[src/rtl/cbm_pkg.sv]
// Contract
// Master issues linefill, write-back, forwards non-cacheable
// Address user sideband zero for cache bursts
// Write user sideband zero for cache bursts
// Slave flags execute-only reads when option built
// Execute-only flag uniform across a line
// Execute-only flag timed like read user
// Slave stretches with ready; master stalls
// Enable follows select; device extends with ready
// Slave error aborts the control access
// Strobe per byte, none on reads
// Control port advances only on clock enable
// Clock enable periodic, synchronous to clock
// Wake-up asserted while control activity pending
// Separate secure and non-secure interrupt outputs
// Maintenance status high during powerdown upkeep
// Capture pulse snapshots statistics counters
// Capture trigger is single synchronous pulse
// Forwarded transfers copy master identifier
// Illegal control accesses answered per config
// Downstream error reported upstream
package cbm_pkg;
  localparam int unsigned ADDR_W = 32;
  localparam int unsigned DATA_W = 32;
  localparam int unsigned MASTER_W = 4;
  localparam int unsigned AUSER_W = 2;
  localparam int unsigned WUSER_W = 2;
  localparam int unsigned RUSER_W = 2;
  localparam int unsigned PADDR_W = 12;
  localparam int unsigned STRB_W = DATA_W / 8;
  localparam int unsigned LINE_BEATS = 4;
  localparam int unsigned BEAT_W = 2;
  localparam int unsigned CNT_W = 16;
  localparam int unsigned BUF_DEPTH = 2;
  localparam logic [1:0] TRANS_IDLE = 2'h0;
  localparam logic [1:0] TRANS_NONSEQ = 2'h2;
  localparam logic [1:0] TRANS_SEQ = 2'h3;
  localparam logic [2:0] BURST_SINGLE = 3'h0;
  localparam logic [2:0] BURST_WRAP4 = 3'h2;
  localparam logic [2:0] SIZE_WORD = 3'h2;
  localparam logic [3:0] STRB_ALL = 4'hf;
  localparam logic [1:0] ALIGN_ZERO = 2'h0;
  localparam int unsigned PROT_PRIV = 0;
  localparam int unsigned PROT_SEC = 1;
  localparam int unsigned PROT_INSTR = 2;
  localparam logic [PADDR_W-1:0] OFF_STATUS = 12'h000;
  localparam logic [PADDR_W-1:0] OFF_HITS = 12'h004;
  localparam logic [PADDR_W-1:0] OFF_SNAP = 12'h008;
  localparam logic [PADDR_W-1:0] OFF_IRQ_CLR = 12'h00c;
  localparam logic [PADDR_W-1:0] OFF_MAINT = 12'h010;
  localparam logic [3:0] MAINT_LEN = 4'h8;
  // Kind of a downstream transfer
  typedef enum logic [1:0] {CBM_K_PASS, CBM_K_FILL, CBM_K_WBACK} cbm_kind_e;
  // One downstream request word
  typedef struct packed {
    cbm_kind_e kind;
    logic [ADDR_W-1:0] addr;
    logic write;
    logic nonsec;
    logic [6:0] prot;
    logic [MASTER_W-1:0] master;
    logic [AUSER_W-1:0] auser;
    logic [WUSER_W-1:0] wuser;
    logic [DATA_W-1:0] wdata;
  } cbm_req_s;
endpackage

[src/rtl/cbm_link_if.sv]
`timescale 1ns/10ps
interface cbm_link_if;
  logic [1:0] htrans;
  logic [31:0] haddr;
  logic [2:0] hsize;
  logic [2:0] hburst;
  logic hwrite;
  logic hnonsec;
  logic [6:0] hprot;
  logic hmastlock;
  logic hexcl;
  logic [3:0] hmaster;
  logic [1:0] hauser;
  logic [1:0] hwuser;
  logic [31:0] hwdata;
  logic hready;
  logic hresp;
  logic hexokay;
  logic [31:0] hrdata;
  logic [1:0] hruser;
  logic hrxom;
  logic [11:0] paddr;
  logic psel;
  logic penable;
  logic pwrite;
  logic [31:0] pwdata;
  logic [3:0] pstrb;
  logic [2:0] pprot;
  logic pclken;
  logic pwakeup;
  logic [31:0] prdata;
  logic pready;
  logic pslverr;
  modport dev (
    output htrans, haddr, hsize, hburst, hwrite, hnonsec, hprot, hmastlock, hexcl, hmaster,
    output hauser, hwuser, hwdata, prdata, pready, pslverr,
    input hready, hresp, hexokay, hrdata, hruser, hrxom,
    input paddr, psel, penable, pwrite, pwdata, pstrb, pprot, pclken, pwakeup
  );
  modport sys (
    input htrans, haddr, hsize, hburst, hwrite, hnonsec, hprot, hmastlock, hexcl, hmaster,
    input hauser, hwuser, hwdata, prdata, pready, pslverr,
    output hready, hresp, hexokay, hrdata, hruser, hrxom,
    output paddr, psel, penable, pwrite, pwdata, pstrb, pprot, pclken, pwakeup
  );
endinterface

[src/rtl/cbm_dev.sv]
`timescale 1ns/10ps
module cbm_dev (
  input wire logic sys_clk_in,
  input wire logic rst_n_in,
  cbm_link_if.dev link,
  input wire logic req_valid_in,
  input wire cbm_pkg::cbm_req_s req_in,
  output logic req_ready_out,
  output logic done_valid_out,
  output logic done_err_out,
  output logic done_xom_out,
  output logic [31:0] done_rdata_out,
  output logic [1:0] done_ruser_out,
  input wire logic xom_option_in,
  input wire logic snap_option_in,
  input wire logic apb_violation_resp_in,
  input wire logic pwr_maint_req_in,
  input wire logic sec_event_in,
  input wire logic nsec_event_in,
  input wire logic pmsnapshotreq_in,
  output logic sec_irq_out,
  output logic nsec_irq_out,
  output logic pwr_maintenance_out
);
  typedef enum logic [1:0] {CBM_D_IDLE, CBM_D_ADDR, CBM_D_DATA} cbm_dstate_e;
  typedef enum logic [1:0] {CBM_P_IDLE, CBM_P_SETUP, CBM_P_ACCESS} cbm_pstate_e;
  typedef struct packed {
    cbm_pkg::cbm_req_s buf0;
    cbm_pkg::cbm_req_s buf1;
    logic [1:0] cnt;
    cbm_pkg::cbm_req_s cur;
    cbm_dstate_e dst;
    logic [cbm_pkg::BEAT_W-1:0] beat;
    logic line_xom;
    logic line_err;
    logic [1:0] htrans;
    logic [31:0] haddr;
    logic [2:0] hburst;
    logic hwrite;
    logic hnonsec;
    logic [6:0] hprot;
    logic [3:0] hmaster;
    logic [1:0] hauser;
    logic [1:0] hwuser;
    logic [31:0] hwdata;
    logic dvalid;
    logic derr;
    logic dxom;
    logic [31:0] drdata;
    logic [1:0] druser;
    cbm_pstate_e pst;
    logic [31:0] prdata;
    logic pready;
    logic pslverr;
    logic [cbm_pkg::CNT_W-1:0] hits;
    logic [cbm_pkg::CNT_W-1:0] snap;
    logic sec_irq;
    logic nsec_irq;
    logic [3:0] maint_cnt;
    logic maint;
    logic rdy;
  } cbm_dev_s;

  cbm_dev_s r;
  cbm_dev_s next_r;

  // Legal control access check, shared by read and write
  function automatic logic apb_illegal(input logic wr, input logic [3:0] strb, input logic [11:0] a,
                                       input logic [2:0] prot);
    apb_illegal = (wr && strb != cbm_pkg::STRB_ALL) || (a[1:0] != cbm_pkg::ALIGN_ZERO) ||
                  prot[cbm_pkg::PROT_INSTR] || !prot[cbm_pkg::PROT_PRIV];
  endfunction

  ////////////////////////////////////////////////////////////////////////////
  always_comb
  begin
    next_r = r;
    next_r.dvalid = 1'b0;
    // Two-entry buffer fill; a stalled master never drops a word
    if (req_valid_in && r.cnt < 2'(cbm_pkg::BUF_DEPTH))
    begin
      if (r.cnt == 2'h0)
        next_r.buf0 = req_in;
      else
        next_r.buf1 = req_in;
      next_r.cnt = r.cnt + 2'h1;
    end
    // Master sequencer: NONSEQ address phase, then SEQ beats for lines, data phases held on wait states
    unique case (r.dst)
      CBM_D_IDLE:
      begin
        if (r.cnt != 2'h0)
        begin
          next_r.cur = r.buf0;
          next_r.buf0 = r.buf1;
          next_r.cnt = next_r.cnt - 2'h1;
          if (req_valid_in && r.cnt == 2'h2)
            next_r.buf1 = req_in;
          else if (req_valid_in && r.cnt == 2'h1)
            next_r.buf0 = req_in;
          next_r.htrans = cbm_pkg::TRANS_NONSEQ;
          next_r.haddr = r.buf0.addr;
          next_r.hwrite = r.buf0.write;
          next_r.hnonsec = r.buf0.nonsec;
          next_r.hprot = r.buf0.prot;
          next_r.beat = '0;
          next_r.line_xom = 1'b0;
          next_r.line_err = 1'b0;
          if (r.buf0.kind == cbm_pkg::CBM_K_PASS)
          begin
            next_r.hburst = cbm_pkg::BURST_SINGLE;
            next_r.hmaster = r.buf0.master;
            next_r.hauser = r.buf0.auser;
            next_r.hwuser = r.buf0.wuser;
          end
          else
          begin
            next_r.hburst = cbm_pkg::BURST_WRAP4;
            next_r.hmaster = '0;
            next_r.hauser = '0;
            next_r.hwuser = '0;
          end
          next_r.dst = CBM_D_ADDR;
        end
      end
      CBM_D_ADDR:
      begin
        if (link.hready)
        begin
          next_r.hwdata = r.cur.wdata;
          next_r.dst = CBM_D_DATA;
          if (r.cur.kind != cbm_pkg::CBM_K_PASS && r.beat != 2'(cbm_pkg::LINE_BEATS - 1))
          begin
            next_r.htrans = cbm_pkg::TRANS_SEQ;
            next_r.haddr = r.haddr + 32'h4;
          end
          else
            next_r.htrans = cbm_pkg::TRANS_IDLE;
        end
      end
      CBM_D_DATA:
      begin
        // Data phase stalls while the slave holds ready low
        if (link.hready)
        begin
          next_r.line_xom = r.line_xom | (xom_option_in & link.hrxom & ~r.hwrite);
          next_r.line_err = r.line_err | link.hresp;
          if (r.htrans == cbm_pkg::TRANS_SEQ)
          begin
            // Beat address taken; issue the next one or close the line
            next_r.beat = r.beat + 2'h1;
            if (next_r.beat == 2'(cbm_pkg::LINE_BEATS - 1))
              next_r.htrans = cbm_pkg::TRANS_IDLE;
            else
              next_r.haddr = r.haddr + 32'h4;
          end
          else
          begin
            next_r.dvalid = 1'b1;
            next_r.derr = r.line_err | link.hresp;
            next_r.dxom = r.line_xom | (xom_option_in & link.hrxom & ~r.hwrite);
            next_r.drdata = link.hrdata;
            next_r.druser = link.hruser;
            next_r.dst = CBM_D_IDLE;
          end
          if (r.cur.kind == cbm_pkg::CBM_K_FILL && !r.hwrite)
            next_r.hits = r.hits + 16'h1;
        end
      end
      default:
        next_r.dst = CBM_D_IDLE;
    endcase
    // Control port moves only on enabled edges, so it can run at a divided rate
    if (link.pclken)
    begin
      unique case (r.pst)
        CBM_P_IDLE:
        begin
          next_r.pready = 1'b0;
          next_r.pslverr = 1'b0;
          if (link.psel && !link.penable)
            next_r.pst = CBM_P_SETUP;
        end
        CBM_P_SETUP:
        begin
          // Answer one enabled edge into the access phase
          if (link.psel && link.penable)
          begin
            next_r.pready = 1'b1;
            next_r.pst = CBM_P_ACCESS;
            next_r.prdata = '0;
            if (apb_illegal(link.pwrite, link.pstrb, link.paddr, link.pprot))
              next_r.pslverr = apb_violation_resp_in;
            else if (!link.pwrite)
            begin
              unique case (link.paddr)
                cbm_pkg::OFF_STATUS: next_r.prdata = {29'h0, r.maint, r.nsec_irq, r.sec_irq};
                cbm_pkg::OFF_HITS: next_r.prdata = {16'h0, r.hits};
                cbm_pkg::OFF_SNAP: next_r.prdata = {16'h0, r.snap};
                default: next_r.pslverr = apb_violation_resp_in;
              endcase
            end
            else if (link.paddr == cbm_pkg::OFF_IRQ_CLR)
            begin
              if (link.pwdata[0] && !sec_event_in)
                next_r.sec_irq = 1'b0;
              if (link.pwdata[1] && !nsec_event_in)
                next_r.nsec_irq = 1'b0;
            end
            else if (link.paddr == cbm_pkg::OFF_MAINT)
              next_r.maint_cnt = cbm_pkg::MAINT_LEN;
          end
        end
        CBM_P_ACCESS:
        begin
          next_r.pready = 1'b0;
          next_r.pslverr = 1'b0;
          next_r.pst = CBM_P_IDLE;
        end
        default:
          next_r.pst = CBM_P_IDLE;
      endcase
    end
    // Sticky interrupts, set beats a same-cycle clear
    if (sec_event_in)
      next_r.sec_irq = 1'b1;
    if (nsec_event_in)
      next_r.nsec_irq = 1'b1;
    // Powerdown upkeep, status high until the sweep ends
    if (pwr_maint_req_in && r.maint_cnt == 4'h0)
      next_r.maint_cnt = cbm_pkg::MAINT_LEN;
    else if (r.maint_cnt != 4'h0)
      next_r.maint_cnt = r.maint_cnt - 4'h1;
    next_r.maint = next_r.maint_cnt != 4'h0;
    if (snap_option_in && pmsnapshotreq_in)
      next_r.snap = r.hits;
    next_r.rdy = next_r.cnt < 2'(cbm_pkg::BUF_DEPTH);
  end

  ////////////////////////////////////////////////////////////////////////////
  always_ff @(posedge sys_clk_in)
  begin
    if (!rst_n_in)
    begin
      r <= '0;
      r.rdy <= 1'b1;
    end
    else
      r <= next_r;
  end

  // Outputs straight from flops, except hsize, hmastlock and hexcl, which are tied off
  assign req_ready_out = r.rdy;
  assign link.htrans = r.htrans;
  assign link.haddr = r.haddr;
  assign link.hsize = cbm_pkg::SIZE_WORD;
  assign link.hburst = r.hburst;
  assign link.hwrite = r.hwrite;
  assign link.hnonsec = r.hnonsec;
  assign link.hprot = r.hprot;
  assign link.hmastlock = 1'b0;
  assign link.hexcl = 1'b0;
  assign link.hmaster = r.hmaster;
  assign link.hauser = r.hauser;
  assign link.hwuser = r.hwuser;
  assign link.hwdata = r.hwdata;
  assign link.prdata = r.prdata;
  assign link.pready = r.pready;
  assign link.pslverr = r.pslverr;
  assign done_valid_out = r.dvalid;
  assign done_err_out = r.derr;
  assign done_xom_out = r.dxom;
  assign done_rdata_out = r.drdata;
  assign done_ruser_out = r.druser;
  assign sec_irq_out = r.sec_irq;
  assign nsec_irq_out = r.nsec_irq;
  assign pwr_maintenance_out = r.maint;
endmodule

[src/flat_wrapper.sv]
// flat-port wrapper written by rule: the top's interface ports become plain ports
module cbm_dev_flat 
  (sys_clk_in, rst_n_in, req_valid_in, req_in, req_ready_out, done_valid_out, done_err_out, done_xom_out, done_rdata_out, done_ruser_out, xom_option_in, snap_option_in, apb_violation_resp_in, pwr_maint_req_in, sec_event_in, nsec_event_in, pmsnapshotreq_in, sec_irq_out, nsec_irq_out, pwr_maintenance_out, link_htrans, link_haddr, link_hsize, link_hburst, link_hwrite, link_hnonsec, link_hprot, link_hmastlock, link_hexcl, link_hmaster, link_hauser, link_hwuser, link_hwdata, link_prdata, link_pready, link_pslverr, link_hready, link_hresp, link_hexokay, link_hrdata, link_hruser, link_hrxom, link_paddr, link_psel, link_penable, link_pwrite, link_pwdata, link_pstrb, link_pprot, link_pclken, link_pwakeup);
  cbm_link_if link_i ();
  input wire logic sys_clk_in;
  input wire logic rst_n_in;
  input wire logic req_valid_in;
  input wire cbm_pkg::cbm_req_s req_in;
  output logic req_ready_out;
  output logic done_valid_out;
  output logic done_err_out;
  output logic done_xom_out;
  output logic [31:0] done_rdata_out;
  output logic [1:0] done_ruser_out;
  input wire logic xom_option_in;
  input wire logic snap_option_in;
  input wire logic apb_violation_resp_in;
  input wire logic pwr_maint_req_in;
  input wire logic sec_event_in;
  input wire logic nsec_event_in;
  input wire logic pmsnapshotreq_in;
  output logic sec_irq_out;
  output logic nsec_irq_out;
  output logic pwr_maintenance_out;
  output wire logic [$bits(link_i.htrans)-1:0] link_htrans;
  output wire logic [$bits(link_i.haddr)-1:0] link_haddr;
  output wire logic [$bits(link_i.hsize)-1:0] link_hsize;
  output wire logic [$bits(link_i.hburst)-1:0] link_hburst;
  output wire logic [$bits(link_i.hwrite)-1:0] link_hwrite;
  output wire logic [$bits(link_i.hnonsec)-1:0] link_hnonsec;
  output wire logic [$bits(link_i.hprot)-1:0] link_hprot;
  output wire logic [$bits(link_i.hmastlock)-1:0] link_hmastlock;
  output wire logic [$bits(link_i.hexcl)-1:0] link_hexcl;
  output wire logic [$bits(link_i.hmaster)-1:0] link_hmaster;
  output wire logic [$bits(link_i.hauser)-1:0] link_hauser;
  output wire logic [$bits(link_i.hwuser)-1:0] link_hwuser;
  output wire logic [$bits(link_i.hwdata)-1:0] link_hwdata;
  output wire logic [$bits(link_i.prdata)-1:0] link_prdata;
  output wire logic [$bits(link_i.pready)-1:0] link_pready;
  output wire logic [$bits(link_i.pslverr)-1:0] link_pslverr;
  input wire logic [$bits(link_i.hready)-1:0] link_hready;
  input wire logic [$bits(link_i.hresp)-1:0] link_hresp;
  input wire logic [$bits(link_i.hexokay)-1:0] link_hexokay;
  input wire logic [$bits(link_i.hrdata)-1:0] link_hrdata;
  input wire logic [$bits(link_i.hruser)-1:0] link_hruser;
  input wire logic [$bits(link_i.hrxom)-1:0] link_hrxom;
  input wire logic [$bits(link_i.paddr)-1:0] link_paddr;
  input wire logic [$bits(link_i.psel)-1:0] link_psel;
  input wire logic [$bits(link_i.penable)-1:0] link_penable;
  input wire logic [$bits(link_i.pwrite)-1:0] link_pwrite;
  input wire logic [$bits(link_i.pwdata)-1:0] link_pwdata;
  input wire logic [$bits(link_i.pstrb)-1:0] link_pstrb;
  input wire logic [$bits(link_i.pprot)-1:0] link_pprot;
  input wire logic [$bits(link_i.pclken)-1:0] link_pclken;
  input wire logic [$bits(link_i.pwakeup)-1:0] link_pwakeup;
  assign link_htrans = link_i.htrans;
  assign link_haddr = link_i.haddr;
  assign link_hsize = link_i.hsize;
  assign link_hburst = link_i.hburst;
  assign link_hwrite = link_i.hwrite;
  assign link_hnonsec = link_i.hnonsec;
  assign link_hprot = link_i.hprot;
  assign link_hmastlock = link_i.hmastlock;
  assign link_hexcl = link_i.hexcl;
  assign link_hmaster = link_i.hmaster;
  assign link_hauser = link_i.hauser;
  assign link_hwuser = link_i.hwuser;
  assign link_hwdata = link_i.hwdata;
  assign link_prdata = link_i.prdata;
  assign link_pready = link_i.pready;
  assign link_pslverr = link_i.pslverr;
  assign link_i.hready = link_hready;
  assign link_i.hresp = link_hresp;
  assign link_i.hexokay = link_hexokay;
  assign link_i.hrdata = link_hrdata;
  assign link_i.hruser = link_hruser;
  assign link_i.hrxom = link_hrxom;
  assign link_i.paddr = link_paddr;
  assign link_i.psel = link_psel;
  assign link_i.penable = link_penable;
  assign link_i.pwrite = link_pwrite;
  assign link_i.pwdata = link_pwdata;
  assign link_i.pstrb = link_pstrb;
  assign link_i.pprot = link_pprot;
  assign link_i.pclken = link_pclken;
  assign link_i.pwakeup = link_pwakeup;
  cbm_dev u_core (.sys_clk_in(sys_clk_in), .rst_n_in(rst_n_in), .link(link_i), .req_valid_in(req_valid_in), .req_in(req_in), .req_ready_out(req_ready_out), .done_valid_out(done_valid_out), .done_err_out(done_err_out), .done_xom_out(done_xom_out), .done_rdata_out(done_rdata_out), .done_ruser_out(done_ruser_out), .xom_option_in(xom_option_in), .snap_option_in(snap_option_in), .apb_violation_resp_in(apb_violation_resp_in), .pwr_maint_req_in(pwr_maint_req_in), .sec_event_in(sec_event_in), .nsec_event_in(nsec_event_in), .pmsnapshotreq_in(pmsnapshotreq_in), .sec_irq_out(sec_irq_out), .nsec_irq_out(nsec_irq_out), .pwr_maintenance_out(pwr_maintenance_out));
endmodule
[config.mk]
export PLATFORM = sky130hd
export DESIGN_NAME = cbm_dev_flat
export DESIGN_NICKNAME = d
export VERILOG_FILES = /design/src/rtl/cbm_pkg.sv /design/src/rtl/cbm_link_if.sv /design/src/rtl/cbm_dev.sv /design/src/flat_wrapper.sv
export SDC_FILE = /design/constraint.sdc
export NUM_CORES = 1
export LEC_CHECK = 0
export BUFFER_PORTS_ARGS = -buffer_cell sky130_fd_sc_hd__buf_2
export CAP_MARGIN = 20
export CORE_AREA = 4 4 187 189
export DETAILED_ROUTE_END_ITERATION = 10
export DIE_AREA = 0 0 191 193
export GPL_TIMING_DRIVEN = 1
export PLACE_DENSITY = 0.74
export SKIP_LAST_GASP = 1
export SLEW_MARGIN = 10
export SYNTH_ARGS = -nofsm -noshare
export SYNTH_HDL_FRONTEND = slang
export SYNTH_SLANG_ARGS = --single-unit
[constraint.sdc]
create_clock -name sys_clk_in -period 2.8 [get_ports sys_clk_in]
set_input_delay 0.56 -clock sys_clk_in [delete_from_list [all_inputs] [get_ports sys_clk_in]]
set_output_delay 0.56 -clock sys_clk_in [all_outputs]
set_load 0.05 [all_outputs]
### After elaboration in Yosys (flattened, before gate mapping)

Cells that the tools add are included.

| word-level totals | value |
|---|---|
| output and inout port bits | 166 |
| bits of input ports | 187 |
| register bits after elaboration | 447 |
| logic and storage cells | 210 |

| operators by class | value |
|---|---|
| add/sub/neg operators | 6 |
| $lt $le $gt $ge | 2 |
| reduce and logical (&&, ||, !) cells | 64 |
| mux-type cells | 48 |
| eq/ne operators | 29 |
| bitwise logic cells | 6 |

Operators by type and width:

| kind | count |
|---|---|
| $mux 83 | 5 |
| $mux 311 | 1 |
| $mux 251 | 1 |
| $mux 168 | 1 |
| $mux 32 | 4 |
| $pmux 34 s3 | 1 |
| $mux 34 | 2 |
| $pmux 16 s3 | 1 |
| $mux 40 | 1 |
| $mux 37 | 1 |
| $mux 36 | 1 |
| $reduce_bool 2->1 | 17 |
| $add 32x3->32 const B | 1 |
| $mux 6 | 5 |
| $eq 12x4->1 const B | 2 |
| $reduce_and 3->1 | 7 |
| $reduce_and 7->1 | 3 |
| $add 16x1->16 const B | 1 |
| $mux 2 | 8 |
| $mux 4 | 4 |
| $ne 2x2->1 const B | 7 |
| $eq 12x3->1 const B | 1 |
| $eq 12x5->1 const B | 1 |
| $logic_and 1x1->1 | 12 |
| 30 further kinds | 67 |

### Longest topological paths before layout

| depth | value |
|---|---|
| word-level depth | 12 |
| gate-level depth with buffers | 10 |
| gate-level depth less buffers | 7 |

### Least setup slack after synthesis

OpenSTA, ideal clock, no wires.

| path | value |
|---|---|
| kind | input to register |
| start | input port link_pprot[2] |
| end | register u_core.r (netlist bit u_core.nsec_irq_out) |
| setup time | 115 ps |
| path slack | 715 ps |
| arrival time | 1970 ps |
| cell stages on the path | 5 |
| path buffers | 0 |
| required time | 2685 ps |
| cell sequence | or4b_4 > or4_1 > nor4_2 > a31oi_1 > o21a_1 |

| on the way | value |
|---|---|
| longest elaborated chain between the ends | 4 |

Ends and longest elaborated chain:

| what | RTL line | text |
|---|---|---|
| from (decl) | flat_wrapper.sv:53 | `input wire logic [$bits(link_i.pprot)-1:0] link_pprot;` |
| $logic_or 1x1->1 | cbm_dev.sv:70 | `apb_illegal = (wr && strb != cbm_pkg::STRB_ALL) \|\| (a[1:0] != cbm_pkg::ALIGN_ZERO) \|\|` |
| $logic_or 1x1->1 | cbm_dev.sv:71 | `prot[cbm_pkg::PROT_INSTR] \|\| !prot[cbm_pkg::PROT_PRIV];` |
| $ne 2x2->1 (no source line) | n/a |  |
| $reduce_and 7->1 (no source line) | n/a |  |
| to (signal assigned) | cbm_dev.sv:249 | `r <= next_r;` |
| to (decl) | cbm_dev.sv:64 | `cbm_dev_s r;` |

Every way passes these cells.
A chain may end at the register's enable or synchronous reset.

### Final worst setup path

| path | value |
|---|---|
| start | register u_core.r[289] (netlist name) |
| end | register u_core.r[223] (netlist name) |

| on the way | value |
|---|---|
| longest elaborated chain between the ends | 2 |

Ends and longest elaborated chain:

| what | RTL line | text |
|---|---|---|
| $reduce_bool 2->1 | cbm_dev.sv:92 | `if (r.cnt != 2'h0)` |
| $reduce_and 2->1 (no source line) | n/a |  |

Every way passes these cells.

==> results.yml <==
route:
  wl_per_cell_um: 16.6
  firstDrtPassIters: 5
  ant_nets: 0
  drc: 0
  first_iter_violations: 1123
  viasPerCell: 5.47
  drt-total-wl_um: 44400
  routed-via-count: 14640
layout:
  multi_input_area_sq_mm: 0.00709
  nNetsFinal: 2390
  area_growth_pct: 13.5
  regArea_sq_mm: 0.00779
  layout_common_cells: "nand2_1, dfxtp_1, buf_2"
  fin_util_pct: 56.5
  nFillCells: 3087
  final_common_cell: "nand2_1"
  layout-drive-gt1-share_pct: 19.4
logic_synthesis:
  synth_area_per_cell_sq_um: 7.93
  synth_largest_area_cell: "dfxtp_1"
  synth-seq-cells: 389
  ys_warn_count: 0
  synthArstFlopShare_pct: 0
  synth.yosys.seq_area_share_pct: 47.0
  synthCells: 2088
  synth.distinct_cells: 64
  synth_ff_type: "dfxtp_1"
  syn-cell-area_sq_mm: 0.0166
  yosysTopAreaCellShare_pct: 47.0
  synth_edf_count: 0
  synthTopCellsByArea: "dfxtp_1, nand2_1, a21oi_1, buf_4, nor2_1"
power_and_ir_drop:
  power_density_mw_per_mm2: 1020
  p_leak_nw: 7.38
  power_mw: 19.2
  vdd_drop_max_uv: 656
worst_setup_path:
  crit_arrival_ps: 2770
  r2r_slack_ps: 480
  r2r_end: "u_core.r[223]"
  end_kind: "register"
  cp-startpoint: "u_core.r[289]"
  worstSetupStartpointType: "register"
  critPathCapture: "u_core.r[223]"
  reg2reg_depth: 7
  critPathRequiredTime_ps: 3250
  rr_startpoint: "u_core.r[289]"
  path_max_fanout: 39
  critPathKind: "register to register"
sta:
  drv_slew: 0
  hold_viol_final: 0
  finalSetupViolCount: 0
  final.setup.tns_ps: 0
  setup_slack_ps: 484
  post-route-min-period_ps: 2320
  fmax_mhz: 432
  slew_headroom_pct: 59.6
  worst_slew_pin_slew_ps: 606
  fin_crit_sh_pct: 82.7
  rsz0062_at_grt: "no"
  skew_ps: 26.5
grt:
  grt_pass1_wl_um: 68900
  antenna_found_initial: 10
  grt-busiest-layer: "met2"
  grt_max_degree: 97
  grtUsageTotal_pct: 22.5
  met3_usage_pct: 4.52
  grt-ovfl-total: 0
  grt_pass1_vias: 13376
  met1_usage_pct: 30.0
  grtUsageMet2_pct: 36.7
cts:
  cts_sinks: 389
  post-cts-setup-buffers: 0
  cts_tree: "built"
  cts_made_buffers: 42
  cts_resized: 0
  cts_max_path_buffers: 3
  ctsHtreeMaxLevel: 2
  ctsHoldBuffers: 0
  clk_latency_ps: 530
  cts_root_buf: "clkbuf_16"
  clk_pin_slew_ps: 60
outcome:
  outcome: "complete, no violations"
floorplanning:
  core_sq_mm: 0.0333
  initial_utilization_pct: 49.7
  die-area_sq_mm: 0.0369
  rows: 67
  die_x_um: 191
  num_io_pins: 353
  die_h_um: 193
flow_run:
  maxCapViolCount: 0
placement:
  gp_congestion: 0.865
  portBuffers: 296
  dp_slack_ps: 440
  detailed_place_hpwl_um: 29400
min_path:
  hp-class: "input port to register"
## synthesized netlist by cell type, types with 5 or more instances
master,count
a21oi_1,255
a222oi_1,13
a22o_1,19
a22oi_1,29
a31oi_1,9
and2_1,13
and3_1,8
buf_1,17
buf_2,5
buf_4,155
clkbuf_1,124
dfxtp_1,389
ha_1,13
inv_1,18
mux2i_1,11
nand2_1,483
nand2b_1,6
nand3_1,18
nand3b_1,5
nand4_1,19
nor2_1,165
nor2b_1,9
nor3_1,85
nor4_1,10
o21a_1,10
o21ai_0,38
o22ai_1,73
or3_1,5
or4_1,5
xnor2_1,7
xor2_1,7
## worst max-delay path: stages (launching register included)
cell and delay [ps]:
dfxtp_1 380, inv_1 100, ha_1 420, nand2b_2 290
buf_4 250, buf_4 460, nand2_1 120, a21oi_1 170
## area by class of cell
class                      count  area share (%)
antenna                        4          0.0533
clock buffer                  60            6.71
sequential                   389            41.4
timing repair buffer         338            9.89
tap                          448            2.98
clock inverter                16           0.759
multi-input combinational   1400            37.7
inverter                      19           0.419
## metrics by stage
stage | instances | instance area, sq um | hold slack, ps
2_1_floorplan | 2109 | 16600 | 431
3_3_place_gp | 2593 | 17400 | 437
3_5_place_dp | 2593 | 17400 | 443
4_1_cts | 2669 | 18800 | 238
5_1_grt | 2674 | 18800 | 256
6_report | 2674 | 18800 | 261
## where the power goes
group          internal [mW]  total, mW  switching [mW]
combinational           2.13       6.56            4.43
sequential              6.49       7.12           0.624
clock                   3.32       5.58            2.26
## cell families after synthesis
kind of cell             after synthesis  share of synthesized area, %
multiplexers                          12                         0.733
buffers and inverters                320                          10.8
AND/OR/NAND/NOR                      851                          22.1
flip-flops                           389                          47.0
XOR/XNOR                              14                         0.741
adder cells (fa/ha/maj)               13                         0.982
AO/OA/AOI/OAI                        487                          17.6
other                                  2                        0.0454
## worst min-delay path by stage
stage                                startpoint                     to  slack (ps)  cells past startpoint
after floorplan                   u_core.r[413]   u_core.link.hprot[0]         430                      2
after global placement            u_core.r[384]          u_core.r[216]         440                      2
after detailed placement  u_core.link.hwdata[9]  u_core.link.hwdata[9]         440                      2
after CTS                         nsec_event_in    u_core.nsec_irq_out         240                      2
after global routing              nsec_event_in    u_core.nsec_irq_out         260                      2
final                              sec_event_in     u_core.sec_irq_out         260                      2
## registers in the layout, summed over array words and instances (netlist names), 2 cells and up
| signal | flops |
|---|---|
| u_core.r | 246 |
| u_core.done_rdata_out | 32 |
| u_core.link.haddr | 32 |
| u_core.link.hwdata | 32 |
| u_core.link.prdata | 16 |
| u_core.link.hprot | 7 |
| u_core.link.hmaster | 4 |
| u_core.done_ruser_out | 2 |
| u_core.link.hauser | 2 |
| u_core.link.htrans | 2 |
| u_core.link.hwuser | 2 |
## routing by layer
metal | share of wire, % | wire length [um] | up-vias
met5 | 0.12 | 52 | -
met4 | 3.2 | 1420 | 10
met3 | 7.7 | 3430 | 92
met2 | 46 | 20300 | 513
met1 | 43 | 19200 | 6841
li1 | - | - | 7184
(Power assumes the default switching activity.)
